**src/inc/sp_pkg.sv**
```systemverilog
// Purpose: Shared constants and types of the asynchronous serial port.
// Assumes: 32-bit register port with byte addresses; 100 MHz system clock.
// Notes: Divisor reset value gives roughly 115200 baud at 100 MHz.
package sp_pkg;
   // Register byte addresses
   localparam logic [7:0] A_CTRL = 8'h00;
   localparam logic [7:0] A_DIV = 8'h04;
   localparam logic [7:0] A_TXDATA = 8'h08;
   localparam logic [7:0] A_BREAK = 8'h0C;
   localparam logic [7:0] A_RXDATA = 8'h10;
   localparam logic [7:0] A_STAT = 8'h14;
   localparam logic [7:0] A_MASK = 8'h18;
   localparam logic [7:0] A_GAP = 8'h1C;
   localparam logic [7:0] A_NODE = 8'h20;
   // Control fields
   localparam int C_EN = 0;
   localparam int C_WLEN = 1;
   localparam int C_PEN = 3;
   localparam int C_PODD = 4;
   localparam int C_MULTIDROP = 5;
   localparam int C_STOP = 6;
   localparam int C_FLOW = 8;
   localparam int C_RTSLVL = 12;
   localparam int CTRL_W = 16;
   // Data word fields
   localparam int D_ADR = 8;
   // Status: sticky events, then live flags
   localparam int S_RXRDY = 0;
   localparam int S_PERR = 1;
   localparam int S_FERR = 2;
   localparam int S_OVR = 3;
   localparam int S_BRK = 4;
   localparam int S_TXDONE = 5;
   localparam int EV_W = 6;
   localparam int S_TXFULL = 8;
   localparam int S_RXAVAIL = 9;
   // Reset values
   localparam logic [15:0] CTRL_RST = 16'h8006;
   localparam logic [15:0] DIV_RST = 16'h0364;
   localparam logic [7:0] GAP_RST = 8'h00;
   localparam logic [7:0] NODE_RST = 8'h00;
   localparam logic [5:0] MASK_RST = 6'h00;
   // FIFO sizes and base index of the last data bit
   localparam logic [2:0] TXF_DEPTH = 3'h4;
   localparam logic [3:0] RXF_DEPTH = 4'h8;
   localparam logic [2:0] LAST_BIT_BASE = 3'h4;

   typedef enum logic [2:0]
   {
      TX_IDLE = 3'h0, TX_START = 3'h1, TX_DATA = 3'h3, TX_ADDR = 3'h2,
      TX_PAR = 3'h6, TX_STOP = 3'h7, TX_GAP = 3'h5, TX_BRK = 3'h4
   } tx_state_e;

   typedef enum logic [2:0]
   {
      RX_IDLE = 3'h0, RX_START = 3'h1, RX_DATA = 3'h3, RX_ADDR = 3'h2,
      RX_PAR = 3'h6, RX_STOP = 3'h7, RX_WAIT = 3'h5
   } rx_state_e;
endpackage

```
**src/hw/pin_sync.sv**
```systemverilog
// Purpose: Three-stage synchroniser with agreement filter for a pin.
// Assumes: Input is asynchronous to clk_sys.
// Notes: Output follows once stages two and three agree.
`timescale 1ns/1ps
module pin_sync
#(
   parameter logic RST_VAL = 1'b1
)
(
   input logic clk_sys,
   input logic rst,
   input logic din,
   output logic dout
);
   logic s1_ff, s2_ff, s3_ff, out_ff;
   logic nxt_out;

   always_comb
   begin
      nxt_out = (s2_ff == s3_ff) ? s3_ff : out_ff;
   end

   always_ff @(posedge clk_sys)
   begin
      if (rst)
      begin
         s1_ff <= RST_VAL;
         s2_ff <= RST_VAL;
         s3_ff <= RST_VAL;
         out_ff <= RST_VAL;
      end
      else
      begin
         s1_ff <= din;
         s2_ff <= s1_ff;
         s3_ff <= s2_ff;
         out_ff <= nxt_out;
      end
   end

   assign dout = out_ff;
endmodule

```
**src/hw/async_serial_port.sv**
```systemverilog
// Purpose: One full-duplex asynchronous serial port with register port.
// Assumes: The chip places three of these side by side.
// Notes: Break and data share the transmit queue, so order is kept.
// How it works
// - Three independent ports, each sending and receiving at once.
// - Data paths serviced by processor or DMA via request levels.
// - Five to eight data bits per character, same on both ends.
// - Parity none, even or odd; sent by transmitter, checked by receiver.
// - Multidrop adds address bit; only addressed frames and line breaks raise receive events.
// - Each sent frame ends with programmable count of stop bits.
// - With flow control, new characters start only while clear-to-send.
// - With flow control, request-to-send follows receive FIFO threshold.
// - Break command queued in order, holds line low programmable bits.
// - Optional programmable idle gap after each frame's stop bits.
//
// Implementation choices: the address-and-strobe port and the address map.
`timescale 1ns/1ps
module async_serial_port
(
   input logic clk_sys,
   input logic rst,
   input logic [7:0] addr,
   input logic [31:0] wdata,
   input logic wr,
   input logic rd,
   output logic [31:0] rdata,
   output logic txd,
   input logic rxd,
   input logic cts,
   output logic rts,
   output logic irq,
   output logic tx_dma_req,
   output logic rx_dma_req
);
   logic [15:0] ctrl_ff, nxt_ctrl, div_ff, nxt_div, tx_baud_ff, nxt_tx_baud;
   logic [15:0] rx_baud_ff, nxt_rx_baud, div_m1;
   logic [7:0] gap_ff, nxt_gap, node_ff, nxt_node, tx_idx_ff, nxt_tx_idx;
   logic [5:0] mask_ff, nxt_mask, stat_ff, nxt_stat, ev, clr;
   logic [4:0] rx_ev;
   logic tx_done_ev;
   logic [31:0] rdata_ff, nxt_rdata;
   logic irq_ff, nxt_irq, rts_ff, nxt_rts, txd_ff, nxt_txd;
   logic txdreq_ff, nxt_txdreq, rxdreq_ff, nxt_rxdreq;
   logic [9:0] txf_mem [4];
   logic [8:0] rxf_mem [8];
   logic [1:0] txf_wp_ff, nxt_txf_wp, txf_rp_ff, nxt_txf_rp;
   logic [2:0] txf_cnt_ff, nxt_txf_cnt, rxf_wp_ff, nxt_rxf_wp, rxf_rp_ff, nxt_rxf_rp;
   logic [3:0] rxf_cnt_ff, nxt_rxf_cnt;
   logic [9:0] tx_sh_ff, nxt_tx_sh, tx_in;
   logic [7:0] rx_sh_ff, nxt_rx_sh, rx_data, wmask;
   logic [2:0] rx_idx_ff, nxt_rx_idx, last_bit;
   logic rx_adr_ff, nxt_rx_adr, rx_perr_ff, nxt_rx_perr, rx_sel_ff, nxt_rx_sel;
   logic tx_push, tx_pop, rx_push, rx_pop, tx_tick, rx_tick, par_bit, rx_s, cts_s;
   logic rx_stop_done;
   logic [1:0] wlen;
   sp_pkg::tx_state_e tx_st_ff, nxt_tx_st;
   sp_pkg::rx_state_e rx_st_ff, nxt_rx_st;

   pin_sync #(.RST_VAL(1'b1)) u_rx_sync
   (
      .clk_sys(clk_sys),
      .rst(rst),
      .din(rxd),
      .dout(rx_s)
   );

   pin_sync #(.RST_VAL(1'b0)) u_cts_sync
   (
      .clk_sys(clk_sys),
      .rst(rst),
      .din(cts),
      .dout(cts_s)
   );

   // Shared framing helpers
   always_comb
   begin
      wlen = ctrl_ff[sp_pkg::C_WLEN +: 2];
      last_bit = {1'b0, wlen} + sp_pkg::LAST_BIT_BASE;
      wmask = 8'hFF >> (2'h3 - wlen);
      div_m1 = (div_ff == 16'h0000) ? 16'h0000 : div_ff - 16'h0001;
      tx_tick = (tx_baud_ff >= div_m1);
      rx_tick = (rx_baud_ff >= div_m1);
      par_bit = (^(tx_sh_ff[7:0] & wmask)) ^ ctrl_ff[sp_pkg::C_PODD];
      rx_data = rx_sh_ff >> (2'h3 - wlen);
   end

   // Register port, status and interrupt
   always_comb
   begin
      nxt_ctrl = ctrl_ff;
      nxt_div = div_ff;
      nxt_mask = mask_ff;
      nxt_gap = gap_ff;
      nxt_node = node_ff;
      if (wr)
      begin
         case (addr)
            sp_pkg::A_CTRL: nxt_ctrl = wdata[15:0];
            sp_pkg::A_DIV: nxt_div = wdata[15:0];
            sp_pkg::A_MASK: nxt_mask = wdata[5:0];
            sp_pkg::A_GAP: nxt_gap = wdata[7:0];
            sp_pkg::A_NODE: nxt_node = wdata[7:0];
            default: nxt_ctrl = ctrl_ff;
         endcase
      end
      ev = {tx_done_ev, rx_ev};
      clr = (wr && addr == sp_pkg::A_STAT) ? wdata[5:0] : 6'h00;
      nxt_stat = (stat_ff & ~clr) | ev;
      nxt_irq = |(nxt_stat & nxt_mask);
      nxt_rdata = 32'h0000_0000;
      if (rd)
      begin
         case (addr)
            sp_pkg::A_CTRL: nxt_rdata = {16'h0000, ctrl_ff};
            sp_pkg::A_DIV: nxt_rdata = {16'h0000, div_ff};
            sp_pkg::A_RXDATA: nxt_rdata = (rxf_cnt_ff != 4'h0) ? {23'h0, rxf_mem[rxf_rp_ff]} : 32'h0;
            sp_pkg::A_STAT: nxt_rdata = {22'h0, rxf_cnt_ff != 4'h0,
               txf_cnt_ff == sp_pkg::TXF_DEPTH, 2'h0, stat_ff};
            sp_pkg::A_MASK: nxt_rdata = {26'h0, mask_ff};
            sp_pkg::A_GAP: nxt_rdata = {24'h0, gap_ff};
            sp_pkg::A_NODE: nxt_rdata = {24'h0, node_ff};
            default: nxt_rdata = 32'h0000_0000;
         endcase
      end
   end

   // Queues, flow control and DMA requests
   always_comb
   begin
      tx_push = wr && (addr == sp_pkg::A_TXDATA || addr == sp_pkg::A_BREAK)
         && txf_cnt_ff != sp_pkg::TXF_DEPTH;
      tx_in = (addr == sp_pkg::A_BREAK) ? {2'b10, wdata[7:0]} : {1'b0, wdata[8:0]};
      rx_pop = rd && addr == sp_pkg::A_RXDATA && rxf_cnt_ff != 4'h0;
      nxt_txf_wp = tx_push ? txf_wp_ff + 2'h1 : txf_wp_ff;
      nxt_txf_rp = tx_pop ? txf_rp_ff + 2'h1 : txf_rp_ff;
      nxt_txf_cnt = txf_cnt_ff + {2'h0, tx_push} - {2'h0, tx_pop};
      nxt_rxf_wp = (rx_push && rxf_cnt_ff != sp_pkg::RXF_DEPTH) ? rxf_wp_ff + 3'h1 : rxf_wp_ff;
      nxt_rxf_rp = rx_pop ? rxf_rp_ff + 3'h1 : rxf_rp_ff;
      nxt_rxf_cnt = rxf_cnt_ff + {3'h0, nxt_rxf_wp != rxf_wp_ff} - {3'h0, rx_pop};
      nxt_rts = !ctrl_ff[sp_pkg::C_FLOW] || (rxf_cnt_ff < ctrl_ff[sp_pkg::C_RTSLVL +: 4]);
      nxt_txdreq = nxt_txf_cnt != sp_pkg::TXF_DEPTH;
      nxt_rxdreq = nxt_rxf_cnt != 4'h0;
   end

   // Transmitter, independent of the receiver
   always_comb
   begin
      nxt_tx_st = tx_st_ff;
      nxt_tx_baud = tx_tick ? 16'h0000 : tx_baud_ff + 16'h0001;
      nxt_tx_idx = tx_idx_ff;
      nxt_tx_sh = tx_sh_ff;
      nxt_txd = txd_ff;
      tx_pop = 1'b0;
      tx_done_ev = 1'b0;
      case (tx_st_ff)
         sp_pkg::TX_IDLE:
         begin
            nxt_tx_baud = 16'h0000;
            nxt_txd = 1'b1;
            if (ctrl_ff[sp_pkg::C_EN] && txf_cnt_ff != 3'h0
               && (!ctrl_ff[sp_pkg::C_FLOW] || cts_s))
            begin
               tx_pop = 1'b1;
               nxt_tx_sh = txf_mem[txf_rp_ff];
               nxt_txd = 1'b0;
               if (txf_mem[txf_rp_ff][9])
               begin
                  nxt_tx_st = sp_pkg::TX_BRK;
                  nxt_tx_idx = (txf_mem[txf_rp_ff][7:0] == 8'h00) ? 8'h00
                     : txf_mem[txf_rp_ff][7:0] - 8'h01;
               end
               else
               begin
                  nxt_tx_st = sp_pkg::TX_START;
               end
            end
         end
         sp_pkg::TX_START:
         begin
            if (tx_tick)
            begin
               nxt_tx_st = sp_pkg::TX_DATA;
               nxt_tx_idx = 8'h00;
               nxt_txd = tx_sh_ff[0];
            end
         end
         sp_pkg::TX_DATA:
         begin
            if (tx_tick)
            begin
               if (tx_idx_ff[2:0] == last_bit)
               begin
                  if (ctrl_ff[sp_pkg::C_MULTIDROP])
                  begin
                     nxt_tx_st = sp_pkg::TX_ADDR;
                     nxt_txd = tx_sh_ff[sp_pkg::D_ADR];
                  end
                  else if (ctrl_ff[sp_pkg::C_PEN])
                  begin
                     nxt_tx_st = sp_pkg::TX_PAR;
                     nxt_txd = par_bit;
                  end
                  else
                  begin
                     nxt_tx_st = sp_pkg::TX_STOP;
                     nxt_tx_idx = 8'h00;
                     nxt_txd = 1'b1;
                  end
               end
               else
               begin
                  nxt_tx_idx = tx_idx_ff + 8'h01;
                  nxt_txd = tx_sh_ff[tx_idx_ff[2:0] + 3'h1];
               end
            end
         end
         sp_pkg::TX_ADDR:
         begin
            if (tx_tick)
            begin
               nxt_tx_st = ctrl_ff[sp_pkg::C_PEN] ? sp_pkg::TX_PAR : sp_pkg::TX_STOP;
               nxt_tx_idx = 8'h00;
               nxt_txd = ctrl_ff[sp_pkg::C_PEN] ? par_bit : 1'b1;
            end
         end
         sp_pkg::TX_PAR:
         begin
            if (tx_tick)
            begin
               nxt_tx_st = sp_pkg::TX_STOP;
               nxt_tx_idx = 8'h00;
               nxt_txd = 1'b1;
            end
         end
         sp_pkg::TX_STOP:
         begin
            if (tx_tick)
            begin
               if (tx_idx_ff[1:0] == ctrl_ff[sp_pkg::C_STOP +: 2])
               begin
                  nxt_tx_idx = 8'h00;
                  nxt_tx_st = (gap_ff != 8'h00) ? sp_pkg::TX_GAP : sp_pkg::TX_IDLE;
                  tx_done_ev = (gap_ff == 8'h00);
               end
               else
               begin
                  nxt_tx_idx = tx_idx_ff + 8'h01;
               end
            end
         end
         sp_pkg::TX_GAP:
         begin
            if (tx_tick)
            begin
               if (tx_idx_ff == gap_ff - 8'h01)
               begin
                  nxt_tx_st = sp_pkg::TX_IDLE;
                  tx_done_ev = 1'b1;
               end
               else
               begin
                  nxt_tx_idx = tx_idx_ff + 8'h01;
               end
            end
         end
         sp_pkg::TX_BRK:
         begin
            if (tx_tick)
            begin
               if (tx_idx_ff == 8'h00)
               begin
                  nxt_tx_st = sp_pkg::TX_STOP;
                  nxt_txd = 1'b1;
               end
               else
               begin
                  nxt_tx_idx = tx_idx_ff - 8'h01;
               end
            end
         end
         default: nxt_tx_st = sp_pkg::TX_IDLE;
      endcase
   end

   // Receiver, samples mid-bit
   always_comb
   begin
      nxt_rx_st = rx_st_ff;
      nxt_rx_baud = rx_tick ? 16'h0000 : rx_baud_ff + 16'h0001;
      nxt_rx_idx = rx_idx_ff;
      nxt_rx_sh = rx_sh_ff;
      nxt_rx_adr = rx_adr_ff;
      nxt_rx_perr = rx_perr_ff;
      nxt_rx_sel = rx_sel_ff;
      rx_push = 1'b0;
      rx_stop_done = 1'b0;
      rx_ev = 5'h00;
      case (rx_st_ff)
         sp_pkg::RX_IDLE:
         begin
            nxt_rx_baud = 16'h0000;
            nxt_rx_adr = 1'b0;
            nxt_rx_perr = 1'b0;
            if (ctrl_ff[sp_pkg::C_EN] && !rx_s)
            begin
               nxt_rx_st = sp_pkg::RX_START;
            end
         end
         sp_pkg::RX_START:
         begin
            if (rx_baud_ff >= (div_m1 >> 1))
            begin
               nxt_rx_baud = 16'h0000;
               nxt_rx_idx = 3'h0;
               nxt_rx_st = rx_s ? sp_pkg::RX_IDLE : sp_pkg::RX_DATA;
            end
         end
         sp_pkg::RX_DATA:
         begin
            if (rx_tick)
            begin
               nxt_rx_sh = {rx_s, rx_sh_ff[7:1]};
               nxt_rx_idx = rx_idx_ff + 3'h1;
               if (rx_idx_ff == last_bit)
               begin
                  nxt_rx_st = ctrl_ff[sp_pkg::C_MULTIDROP] ? sp_pkg::RX_ADDR
                     : ctrl_ff[sp_pkg::C_PEN] ? sp_pkg::RX_PAR : sp_pkg::RX_STOP;
               end
            end
         end
         sp_pkg::RX_ADDR:
         begin
            if (rx_tick)
            begin
               nxt_rx_adr = rx_s;
               nxt_rx_st = ctrl_ff[sp_pkg::C_PEN] ? sp_pkg::RX_PAR : sp_pkg::RX_STOP;
            end
         end
         sp_pkg::RX_PAR:
         begin
            if (rx_tick)
            begin
               nxt_rx_perr = rx_s != ((^rx_data) ^ ctrl_ff[sp_pkg::C_PODD]);
               nxt_rx_st = sp_pkg::RX_STOP;
            end
         end
         sp_pkg::RX_STOP:
         begin
            if (rx_tick)
            begin
               rx_stop_done = 1'b1;
               nxt_rx_st = rx_s ? sp_pkg::RX_IDLE : sp_pkg::RX_WAIT;
               // Short words leave stale bits low in the shifter
               if (!rx_s && rx_data == 8'h00 && !rx_adr_ff)
               begin
                  rx_ev[sp_pkg::S_BRK] = 1'b1;
               end
               else
               begin
                  if (ctrl_ff[sp_pkg::C_MULTIDROP] && rx_adr_ff)
                  begin
                     nxt_rx_sel = (rx_data == node_ff);
                  end
                  rx_push = !ctrl_ff[sp_pkg::C_MULTIDROP] || nxt_rx_sel;
                  rx_ev[sp_pkg::S_RXRDY] = rx_push;
                  rx_ev[sp_pkg::S_PERR] = rx_push && ctrl_ff[sp_pkg::C_PEN] && rx_perr_ff;
                  rx_ev[sp_pkg::S_FERR] = rx_push && !rx_s;
                  rx_ev[sp_pkg::S_OVR] = rx_push && rxf_cnt_ff == sp_pkg::RXF_DEPTH;
               end
            end
         end
         sp_pkg::RX_WAIT:
         begin
            if (rx_s)
            begin
               nxt_rx_st = sp_pkg::RX_IDLE;
            end
         end
         default: nxt_rx_st = sp_pkg::RX_IDLE;
      endcase
   end

   always_ff @(posedge clk_sys)
   begin
      if (rst)
      begin
         ctrl_ff <= sp_pkg::CTRL_RST;
         div_ff <= sp_pkg::DIV_RST;
         mask_ff <= sp_pkg::MASK_RST;
         gap_ff <= sp_pkg::GAP_RST;
         node_ff <= sp_pkg::NODE_RST;
         stat_ff <= 6'h00;
         rdata_ff <= 32'h0000_0000;
         irq_ff <= 1'b0;
         rts_ff <= 1'b0;
         txdreq_ff <= 1'b0;
         rxdreq_ff <= 1'b0;
         txf_wp_ff <= 2'h0;
         txf_rp_ff <= 2'h0;
         txf_cnt_ff <= 3'h0;
         rxf_wp_ff <= 3'h0;
         rxf_rp_ff <= 3'h0;
         rxf_cnt_ff <= 4'h0;
         tx_st_ff <= sp_pkg::TX_IDLE;
         tx_baud_ff <= 16'h0000;
         tx_idx_ff <= 8'h00;
         tx_sh_ff <= 10'h000;
         txd_ff <= 1'b1;
         rx_st_ff <= sp_pkg::RX_IDLE;
         rx_baud_ff <= 16'h0000;
         rx_idx_ff <= 3'h0;
         rx_sh_ff <= 8'h00;
         rx_adr_ff <= 1'b0;
         rx_perr_ff <= 1'b0;
         rx_sel_ff <= 1'b0;
      end
      else
      begin
         ctrl_ff <= nxt_ctrl;
         div_ff <= nxt_div;
         mask_ff <= nxt_mask;
         gap_ff <= nxt_gap;
         node_ff <= nxt_node;
         stat_ff <= nxt_stat;
         rdata_ff <= nxt_rdata;
         irq_ff <= nxt_irq;
         rts_ff <= nxt_rts;
         txdreq_ff <= nxt_txdreq;
         rxdreq_ff <= nxt_rxdreq;
         txf_wp_ff <= nxt_txf_wp;
         txf_rp_ff <= nxt_txf_rp;
         txf_cnt_ff <= nxt_txf_cnt;
         rxf_wp_ff <= nxt_rxf_wp;
         rxf_rp_ff <= nxt_rxf_rp;
         rxf_cnt_ff <= nxt_rxf_cnt;
         tx_st_ff <= nxt_tx_st;
         tx_baud_ff <= nxt_tx_baud;
         tx_idx_ff <= nxt_tx_idx;
         tx_sh_ff <= nxt_tx_sh;
         txd_ff <= nxt_txd;
         rx_st_ff <= nxt_rx_st;
         rx_baud_ff <= nxt_rx_baud;
         rx_idx_ff <= nxt_rx_idx;
         rx_sh_ff <= nxt_rx_sh;
         rx_adr_ff <= nxt_rx_adr;
         rx_perr_ff <= nxt_rx_perr;
         rx_sel_ff <= nxt_rx_sel;
      end
   end

   // Queue storage, no reset needed
   always_ff @(posedge clk_sys)
   begin
      if (tx_push)
         txf_mem[txf_wp_ff] <= tx_in;
      if (rx_push && rxf_cnt_ff != sp_pkg::RXF_DEPTH)
         rxf_mem[rxf_wp_ff] <= {rx_adr_ff, rx_data};
   end

   assign rdata = rdata_ff;
   assign txd = txd_ff;
   assign rts = rts_ff;
   assign irq = irq_ff;
   assign tx_dma_req = txdreq_ff;
   assign rx_dma_req = rxdreq_ff;
endmodule

```
**config.mk**
```make
export PLATFORM = sky130hd
export DESIGN_NAME = async_serial_port
export DESIGN_NICKNAME = d
export VERILOG_FILES = /design/src/inc/sp_pkg.sv /design/src/hw/pin_sync.sv /design/src/hw/async_serial_port.sv
export SDC_FILE = /design/constraint.sdc
export NUM_CORES = 1
export LEC_CHECK = 0
export ABC_AREA = 1
export BUFFER_PORTS_ARGS = -buffer_cell sky130_fd_sc_hd__buf_2
export CAP_MARGIN = 25
export CORE_ASPECT_RATIO = 0.6
export CORE_MARGIN = 1
export CORE_UTILIZATION = 58
export CTS_BUF_LIST = sky130_fd_sc_hd__clkbuf_8
export DETAILED_ROUTE_END_ITERATION = 8
export GPL_ROUTABILITY_DRIVEN = 0
export PLACE_DENSITY = 0.79
export SLEW_MARGIN = 25
export SYNTH_ARGS = -nofsm -noshare
export SYNTH_HDL_FRONTEND = slang
export SYNTH_SLANG_ARGS = --single-unit
```
**constraint.sdc**
```tcl
create_clock -name clk_sys -period 4.55 [get_ports clk_sys]
set_input_delay 0.6825 -clock clk_sys [delete_from_list [all_inputs] [get_ports clk_sys]]
set_output_delay 0.6825 -clock clk_sys [all_outputs]
set_load 0.02 [all_outputs]
```
## Yosys cells after proc, flatten, opt, wreduce, memory -nomap -nowiden

Memories as Yosys holds them, arrays and structs flattened. A register that Yosys moved wholly into a read port is not among the register bits.
Cells that the tools add are included.

- Bits in writable memories: 112
- Bits in registers: 191
- Output and inout port bits: 37
- Memories kept: 2
- Word-level logic and storage cells: 295

Memory list:

| name | words | width | rd ports | clocked after Yosys merged registers in | wr ports | RTL line | RTL |
|---|---|---|---|---|---|---|---|
| rxf_mem | 8 | 9 | 1 | 1 | 1 | async_serial_port.sv:45 | `logic [8:0] rxf_mem [8];` |
| txf_mem | 4 | 10 | 1 | 1 | 1 | async_serial_port.sv:44 | `logic [9:0] txf_mem [4];` |

- Bitwise gates (word level): 9
- $add $sub $neg: 19
- Order comparisons: 5
- Equality and inequality tests: 61
- Shifts and indexed selects: 2
- Reduce and logical (&&, ||, !) cells: 60
- Muxes and demuxes: 100

Operators by type and width:

| kind | number |
|---|---|
| $mux W8 | 14 |
| $pmux W16 S7 | 1 |
| $mux W3 | 29 |
| $mux W16 | 3 |
| $pmux W8 S6 | 1 |
| $ne A2 B2 Y1 const B | 22 |
| $logic_not A8 Y1 | 5 |
| $add A16 B1 Y16 const B | 2 |
| $eq A8 B5 Y1 const B | 4 |
| $ge A16 B16 Y1 | 2 |
| $mux W1 | 32 |
| $pmux W16 S2 | 1 |
| $eq A3 B3 Y1 const B | 8 |
| $pmux W3 S8 | 1 |
| $sub A8 B1 Y8 const B | 3 |
| $pmux W3 S7 | 1 |
| $mux W6 | 3 |
| $eq A8 B4 Y1 const B | 2 |
| $eq A8 B8 Y1 | 2 |
| $ge A16 B15 Y1 | 1 |
| $logic_and A1 B1 Y1 | 16 |
| $logic_not A16 Y1 | 1 |
| $reduce_and A2 Y1 | 8 |
| $reduce_xor A8 Y1 | 2 |
| other kinds (58) | 92 |

## Longest topological paths before layout

- Depth after elaboration: 18
- Depth in mapped cells: 28

## Modules after synthesis

A second synthesis with hierarchy kept.

- Cells, all modules: 1820
- Area, all modules: 15065.7 um2

Modules (own cells, without submodules):

| module | area each (um2) | cells an instance | seq. area each (um2) | times used |
|---|---|---|---|---|
| async_serial_port | 14815.5 | 1792 | 6806.5 | 1 |
| pin_sync (u_rx_sync) | 128.9 | 15 | 80.1 | 1 |
| pin_sync (u_cts_sync) | 121.4 | 13 | 80.1 | 1 |

## Worst setup path after synthesis

Ideal clock, no wire load.

- Path kind: register to register
- Start point: reg div_ff[0]
- End point: reg rxdreq_ff (netlist: rx_dma_req)
- Cell stages (with the launch flop): 26
- Slack: 262 ps
- Period minus slack after synthesis: 4288 ps
- Data required time: 4412 ps
- Buffers on the path: 0
- Data arrival time: 4149 ps
- Cells stage by stage: dfxtp_1 -> inv_1 -> nand3_1 -> nor4_1 -> nand2_1 -> nor3_1 -> nand4_1 -> xor2_1 -> nand2_1 -> ha_1 -> nand2_1 -> nor4_1 -> nand2_1 -> nand3_2 -> nand2_1 -> inv_1 -> nand2_4 -> nor2_8 -> inv_4 -> ha_1 -> inv_1 -> ha_1 -> inv_1 -> fa_1 -> xor2_1 -> a41oi_1

- Cells in the longest elaborated chain, start to end: 11
- Elaborated cells between the ends (all ways): 12

RTL lines:

| what | RTL line | RTL |
|---|---|---|
| start: declaration | async_serial_port.sv:35 | `logic [15:0] ctrl_ff, nxt_ctrl, div_ff, nxt_div, tx_baud_ff, nxt_tx_baud;` |
| start signal: assignment | async_serial_port.sv:389 | `div_ff <= sp_pkg::DIV_RST;` |
| start signal: assignment | async_serial_port.sv:421 | `div_ff <= nxt_div;` |
| $sub A16 B1 Y16 or $logic_not A16 Y1 (tied branches) | async_serial_port.sv:81 | `div_m1 = (div_ff == 16'h0000) ? 16'h0000 : div_ff - 16'h0001;` |
| $mux W16 (*) | async_serial_port.sv:81 |  |
| $ge A16 B16 Y1 (*) | async_serial_port.sv:83 | `rx_tick = (rx_baud_ff >= div_m1);` |
| $mux W1 (*) | async_serial_port.sv:350 | `if (rx_tick)` |
| $mux W1 (*) | async_serial_port.sv:299 | `case (rx_st_ff)` |
| $logic_and A1 B1 Y1 (*) | async_serial_port.sv:138 | `nxt_rxf_wp = (rx_push && rxf_cnt_ff != sp_pkg::RXF_DEPTH) ? rxf_wp_ff + 3'h1 : rxf_wp_ff;` |
| $mux W3 (*) | async_serial_port.sv:138 |  |
| $ne A3 B3 Y1 (*) | async_serial_port.sv:140 | `nxt_rxf_cnt = rxf_cnt_ff + {3'h0, nxt_rxf_wp != rxf_wp_ff} - {3'h0, rx_pop};` |
| $add A4 B1 Y4 (*) | async_serial_port.sv:140 |  |
| $sub A4 B1 Y4 (*) | async_serial_port.sv:140 |  |
| $reduce_bool A4 Y1 (*) | async_serial_port.sv:143 | `nxt_rxdreq = nxt_rxf_cnt != 4'h0;` |
| end signal: assignment | async_serial_port.sv:430 | `rxdreq_ff <= nxt_rxdreq;` |
| end: declaration | async_serial_port.sv:43 | `logic txdreq_ff, nxt_txdreq, rxdreq_ff, nxt_rxdreq;` |

Every way passes the cells marked *; elsewhere a longest branch is shown, timed or not.
A chain may end at the register's enable or synchronous reset.

## Worst setup path after layout

- Start point: reg div_ff[2]
- End point: reg rxdreq_ff (netlist: rx_dma_req)

Same word-level chain as after synthesis.

==> flow_metrics.py <==
metrics = {
    "status": {
        "outcome": "completed",
    },
    "sta": {
        "final.setup_skew_ns": 0.0503,
        "max_slew_margin_pct": 33.7,
        "setup_violations": 0,
        "final_period_minus_worst_setup_slack_ns": 4.30,
        "hold_fails_final_rpt": 0,
        "timing_worst_slew_pin_value_ns": 0.991,
        "clock.fmax_mhz": 232,
        "hold_slack_final_ns": 0.263,
        "layout_worst_path_cycle_share_pct": 94.6,
        "report.final.slew_viol_count": 0,
    },
    "routing": {
        "routed-via-count": 12900,
        "detailedRoute.firstIterationViolations": 1532,
        "route.detailed.vias_per_inst": 5.72,
        "wl_per_cell_um": 17.6,
        "number_of_nets_with_antenna_violations_after_detailed_routing": 0,
        "post-route-drc-count": 0,
        "wirelength_mm": 39.8,
        "first_pass_iters": 5,
    },
    "die": {
        "initial_core_util_pct": 59.4,
        "die_y_um": 127,
        "io_pins": 83,
        "core_region_area_mm2": 0.0254,
        "placement_rows": 45,
        "die_area_mm2": 0.0267,
        "fp.dieW_um": 210,
    },
    "cells_and_area": {
        "final-instance-count-excl-fill": 2262,
        "area.sequential_mm2": 0.00697,
        "layout_commonest_cell": "nand2_1",
        "num-fill-cells": 2127,
        "mostFrequentLayoutCells": "nand2_1 (271), inv_1 (217), nor2_1 (211)",
        "area_growth_syn_to_layout_pct": 9.77,
        "insertedDiodeCount": 0,
        "nNetsFinal": 2002,
        "post_route_cells_drive_above_1_share_pct": 11.8,
        "multiInputGateArea_mm2": 0.00703,
    },
    "placed_design": {
        "place_hpwl_mm": 28.8,
        "port_buffers": 50,
        "dpl.cell_count": 2179,
    },
    "cts": {
        "worst_setup_hold_path_clk_slew_ns": 0.07,
        "cts_htree_levels": 2,
        "clkSinkCount": 292,
        "cts_tree": "built",
        "ctsHoldBuffers": 0,
        "cts-root-to-sink-buffers": 3,
        "clk_latency_ns": 0.60,
        "clock-root-buffer": "clkbuf_8",
        "cts_inserted_buffers": 43,
    },
    "yosys": {
        "synth-edff-count": 112,
        "dominant_register_cell_in_the_synthesized_netlist": "dfxtp_1",
        "synth_seq_cells": 292,
        "synthesis.instances": 1806,
        "async_flop_share_pct": 0,
        "synthesis.yosys.warnings": 0,
        "synth.yosys.seq_area_share_pct": 46.1,
        "synth_cell_type_count": 62,
        "post_synth_instance_area_mm2": 0.0151,
        "post_synth.cell_area_avg_um2": 8.36,
    },
    "critical_path": {
        "critical_path_peak_fanout": 4,
        "timing.critical_path.from": "div_ff[2]",
        "critPathRequiredTime_ns": 5.00,
        "criticalPathCategory": "flop to flop",
        "reg2reg_from": "div_ff[2]",
        "endpoint_kind": "flop",
        "crit_arrival_ns": 4.76,
        "rr_endpoint": "rx_dma_req",
        "reg2reg_setup_slack_ns": 0.25,
        "start_kind": "flop",
        "crit_path_end": "rx_dma_req",
        "rr_worst_depth": 25,
    },
    "power": {
        "reported_leakage_power_uw": 0.00666,
        "cellPowerDensity_mw_per_mm2": 361,
        "report.power.total_uw": 5990,
        "worst_ir_drop_vdd_mv": 0.203,
    },
    "min_path": {
        "timing.hold.worst.class": "input port to flop",
    },
    "global_routing": {
        "grt_antenna_before_repair": 1,
        "grt_start_max_net_pins": 80,
        "grt.overflow.total": 0,
        "grt_first_pass_wirelength_mm": 62.6,
        "groute.usage.overall_pct": 29.9,
        "vias_in_the_first_global_route": 11500,
    },
    "run": {
        "cap_violations": 0,
    },
}
## power by group
part           leakage, uW  internal [uW]  total (uW)  switching [uW]
Combinational      0.00381            333        1000             669
Clock             0.000493           1050        2120            1060
Sequential         0.00236           2760        2870             107
Total              0.00666           4150        5990            1840
## registers in the layout, summed over array words and instances (netlist names), 4 cells and up, named ones only
signal	flops
ctrl_ff	16
gap_ff	8
txf_mem	40
rdata	16
mask_ff	6
stat_ff	6
rx_sh_ff	8
node_ff	8
rxf_mem	72
tx_baud_ff	16
rxf_cnt_ff	4
div_ff	16
rx_baud_ff	16
tx_idx_ff	8
tx_sh_ff	9
## worst min-delay path by stage
| stage | startpoint | endpoint | slack, ns | depth (start not counted) |
|---|---|---|---|---|
| floorplan | u_cts_sync.s1_ff | u_cts_sync.s2_ff | 0.39 | 2 |
| finish | rxd | u_rx_sync.s1_ff | 0.26 | 2 |
| global placement | u_cts_sync.s1_ff | u_cts_sync.s2_ff | 0.39 | 2 |
| global route | rxd | u_rx_sync.s1_ff | 0.24 | 2 |
| detailed placement | u_cts_sync.s1_ff | u_cts_sync.s2_ff | 0.40 | 2 |
| CTS | rxd | u_rx_sync.s1_ff | 0.23 | 2 |
## timing repair
item | CTS | global route
setup buffers | 0 | 4
setup endpoints to repair | 0 | 15
gates resized for setup | 0 | 16
## Yosys cell counts, drive strengths merged (3+ instances only)
cell type  instances  area share, %
o21a               6           0.30
nor3b              6           0.30
o21ai            149            5.0
clkinv             3          0.075
nand4             24            1.2
clkbuf            25           0.62
o221ai            14           0.81
o211ai            20           0.99
or2               10           0.41
xnor2             20            1.2
o32ai              7           0.41
buf               42            1.9
edfxtp           112             22
nand2            284            7.3
o22ai             11           0.46
ha                78            6.5
a31oi              9           0.37
dfxtp            180             24
xor2              37            2.1
nor2             231            6.3
nor4               7           0.33
a211oi            11           0.55
nand3             81            2.8
mux2i             12           0.80
a21oi            156            5.2
inv              221            5.5
nor3              27            1.1
a221oi             3           0.17
## final cells by class
cell class	count	share of cell area (%)
Tap cell	352	2.66
Timing Repair Buffer	77	2.73
Multi-Input combinational cell	1238	42.4
Inverter	224	5.12
Clock inverter	30	1.01
Sequential cell	292	42.0
Clock buffer	49	4.07
## metal layers
metal	GRT usage (%)	share of wire [%]
met5	0	0
met4	7.34	1.8
met2	42.1	41
met1	46.6	47
met3	5.85	11
## worst max-delay path: stages, from the launching register on
cell and delay [ns]:
dfxtp_1 0.34, inv_1 0.12, nand3_2 0.14, nor4_4 0.29
nand2_2 0.14, nor3_2 0.15, buf_4 0.14, xor2_1 0.15
nand2_1 0.12, ha_1 0.32, nand2_1 0.08, nor4_2 0.27
nand2_1 0.11, nand3_2 0.12, nand2_1 0.06, inv_1 0.11
nand2_4 0.09, nor2_8 0.14, inv_4 0.06, ha_1 0.27
inv_1 0.05, ha_1 0.15, inv_1 0.05, fa_1 0.37
xor2_1 0.19, a41oi_1 0.13
## stage by stage
stage | area (um^2) | util (%) | setup slack, ns | setup TNS, ns
2_1_floorplan | 15200 | - | 0.262 | 0
3_3_place_gp | 15600 | 61.5 | 0.116 | 0
3_5_place_dp | 15700 | 61.5 | 0.0334 | 0
4_1_cts | 16500 | 64.8 | 0.0222 | 0
5_1_grt | 16600 | 65.2 | -0.0174 | -0.0174
6_report | 16600 | 65.2 | 0.246 | 0
## kinds of logic after synthesis
kind of cell	Yosys count	synth area share [%]
buffers and inverters	291	8.11
xor gates and xnor gates	57	3.30
DFF	292	46.1
muxes	12	0.795
adders and majority gates	80	6.73
AOI/OAI and AO/OA	401	15.1
other	1	0.0248
and+or+nand+nor	672	19.8
No activity file was read; power rests on OpenSTA's default activity.
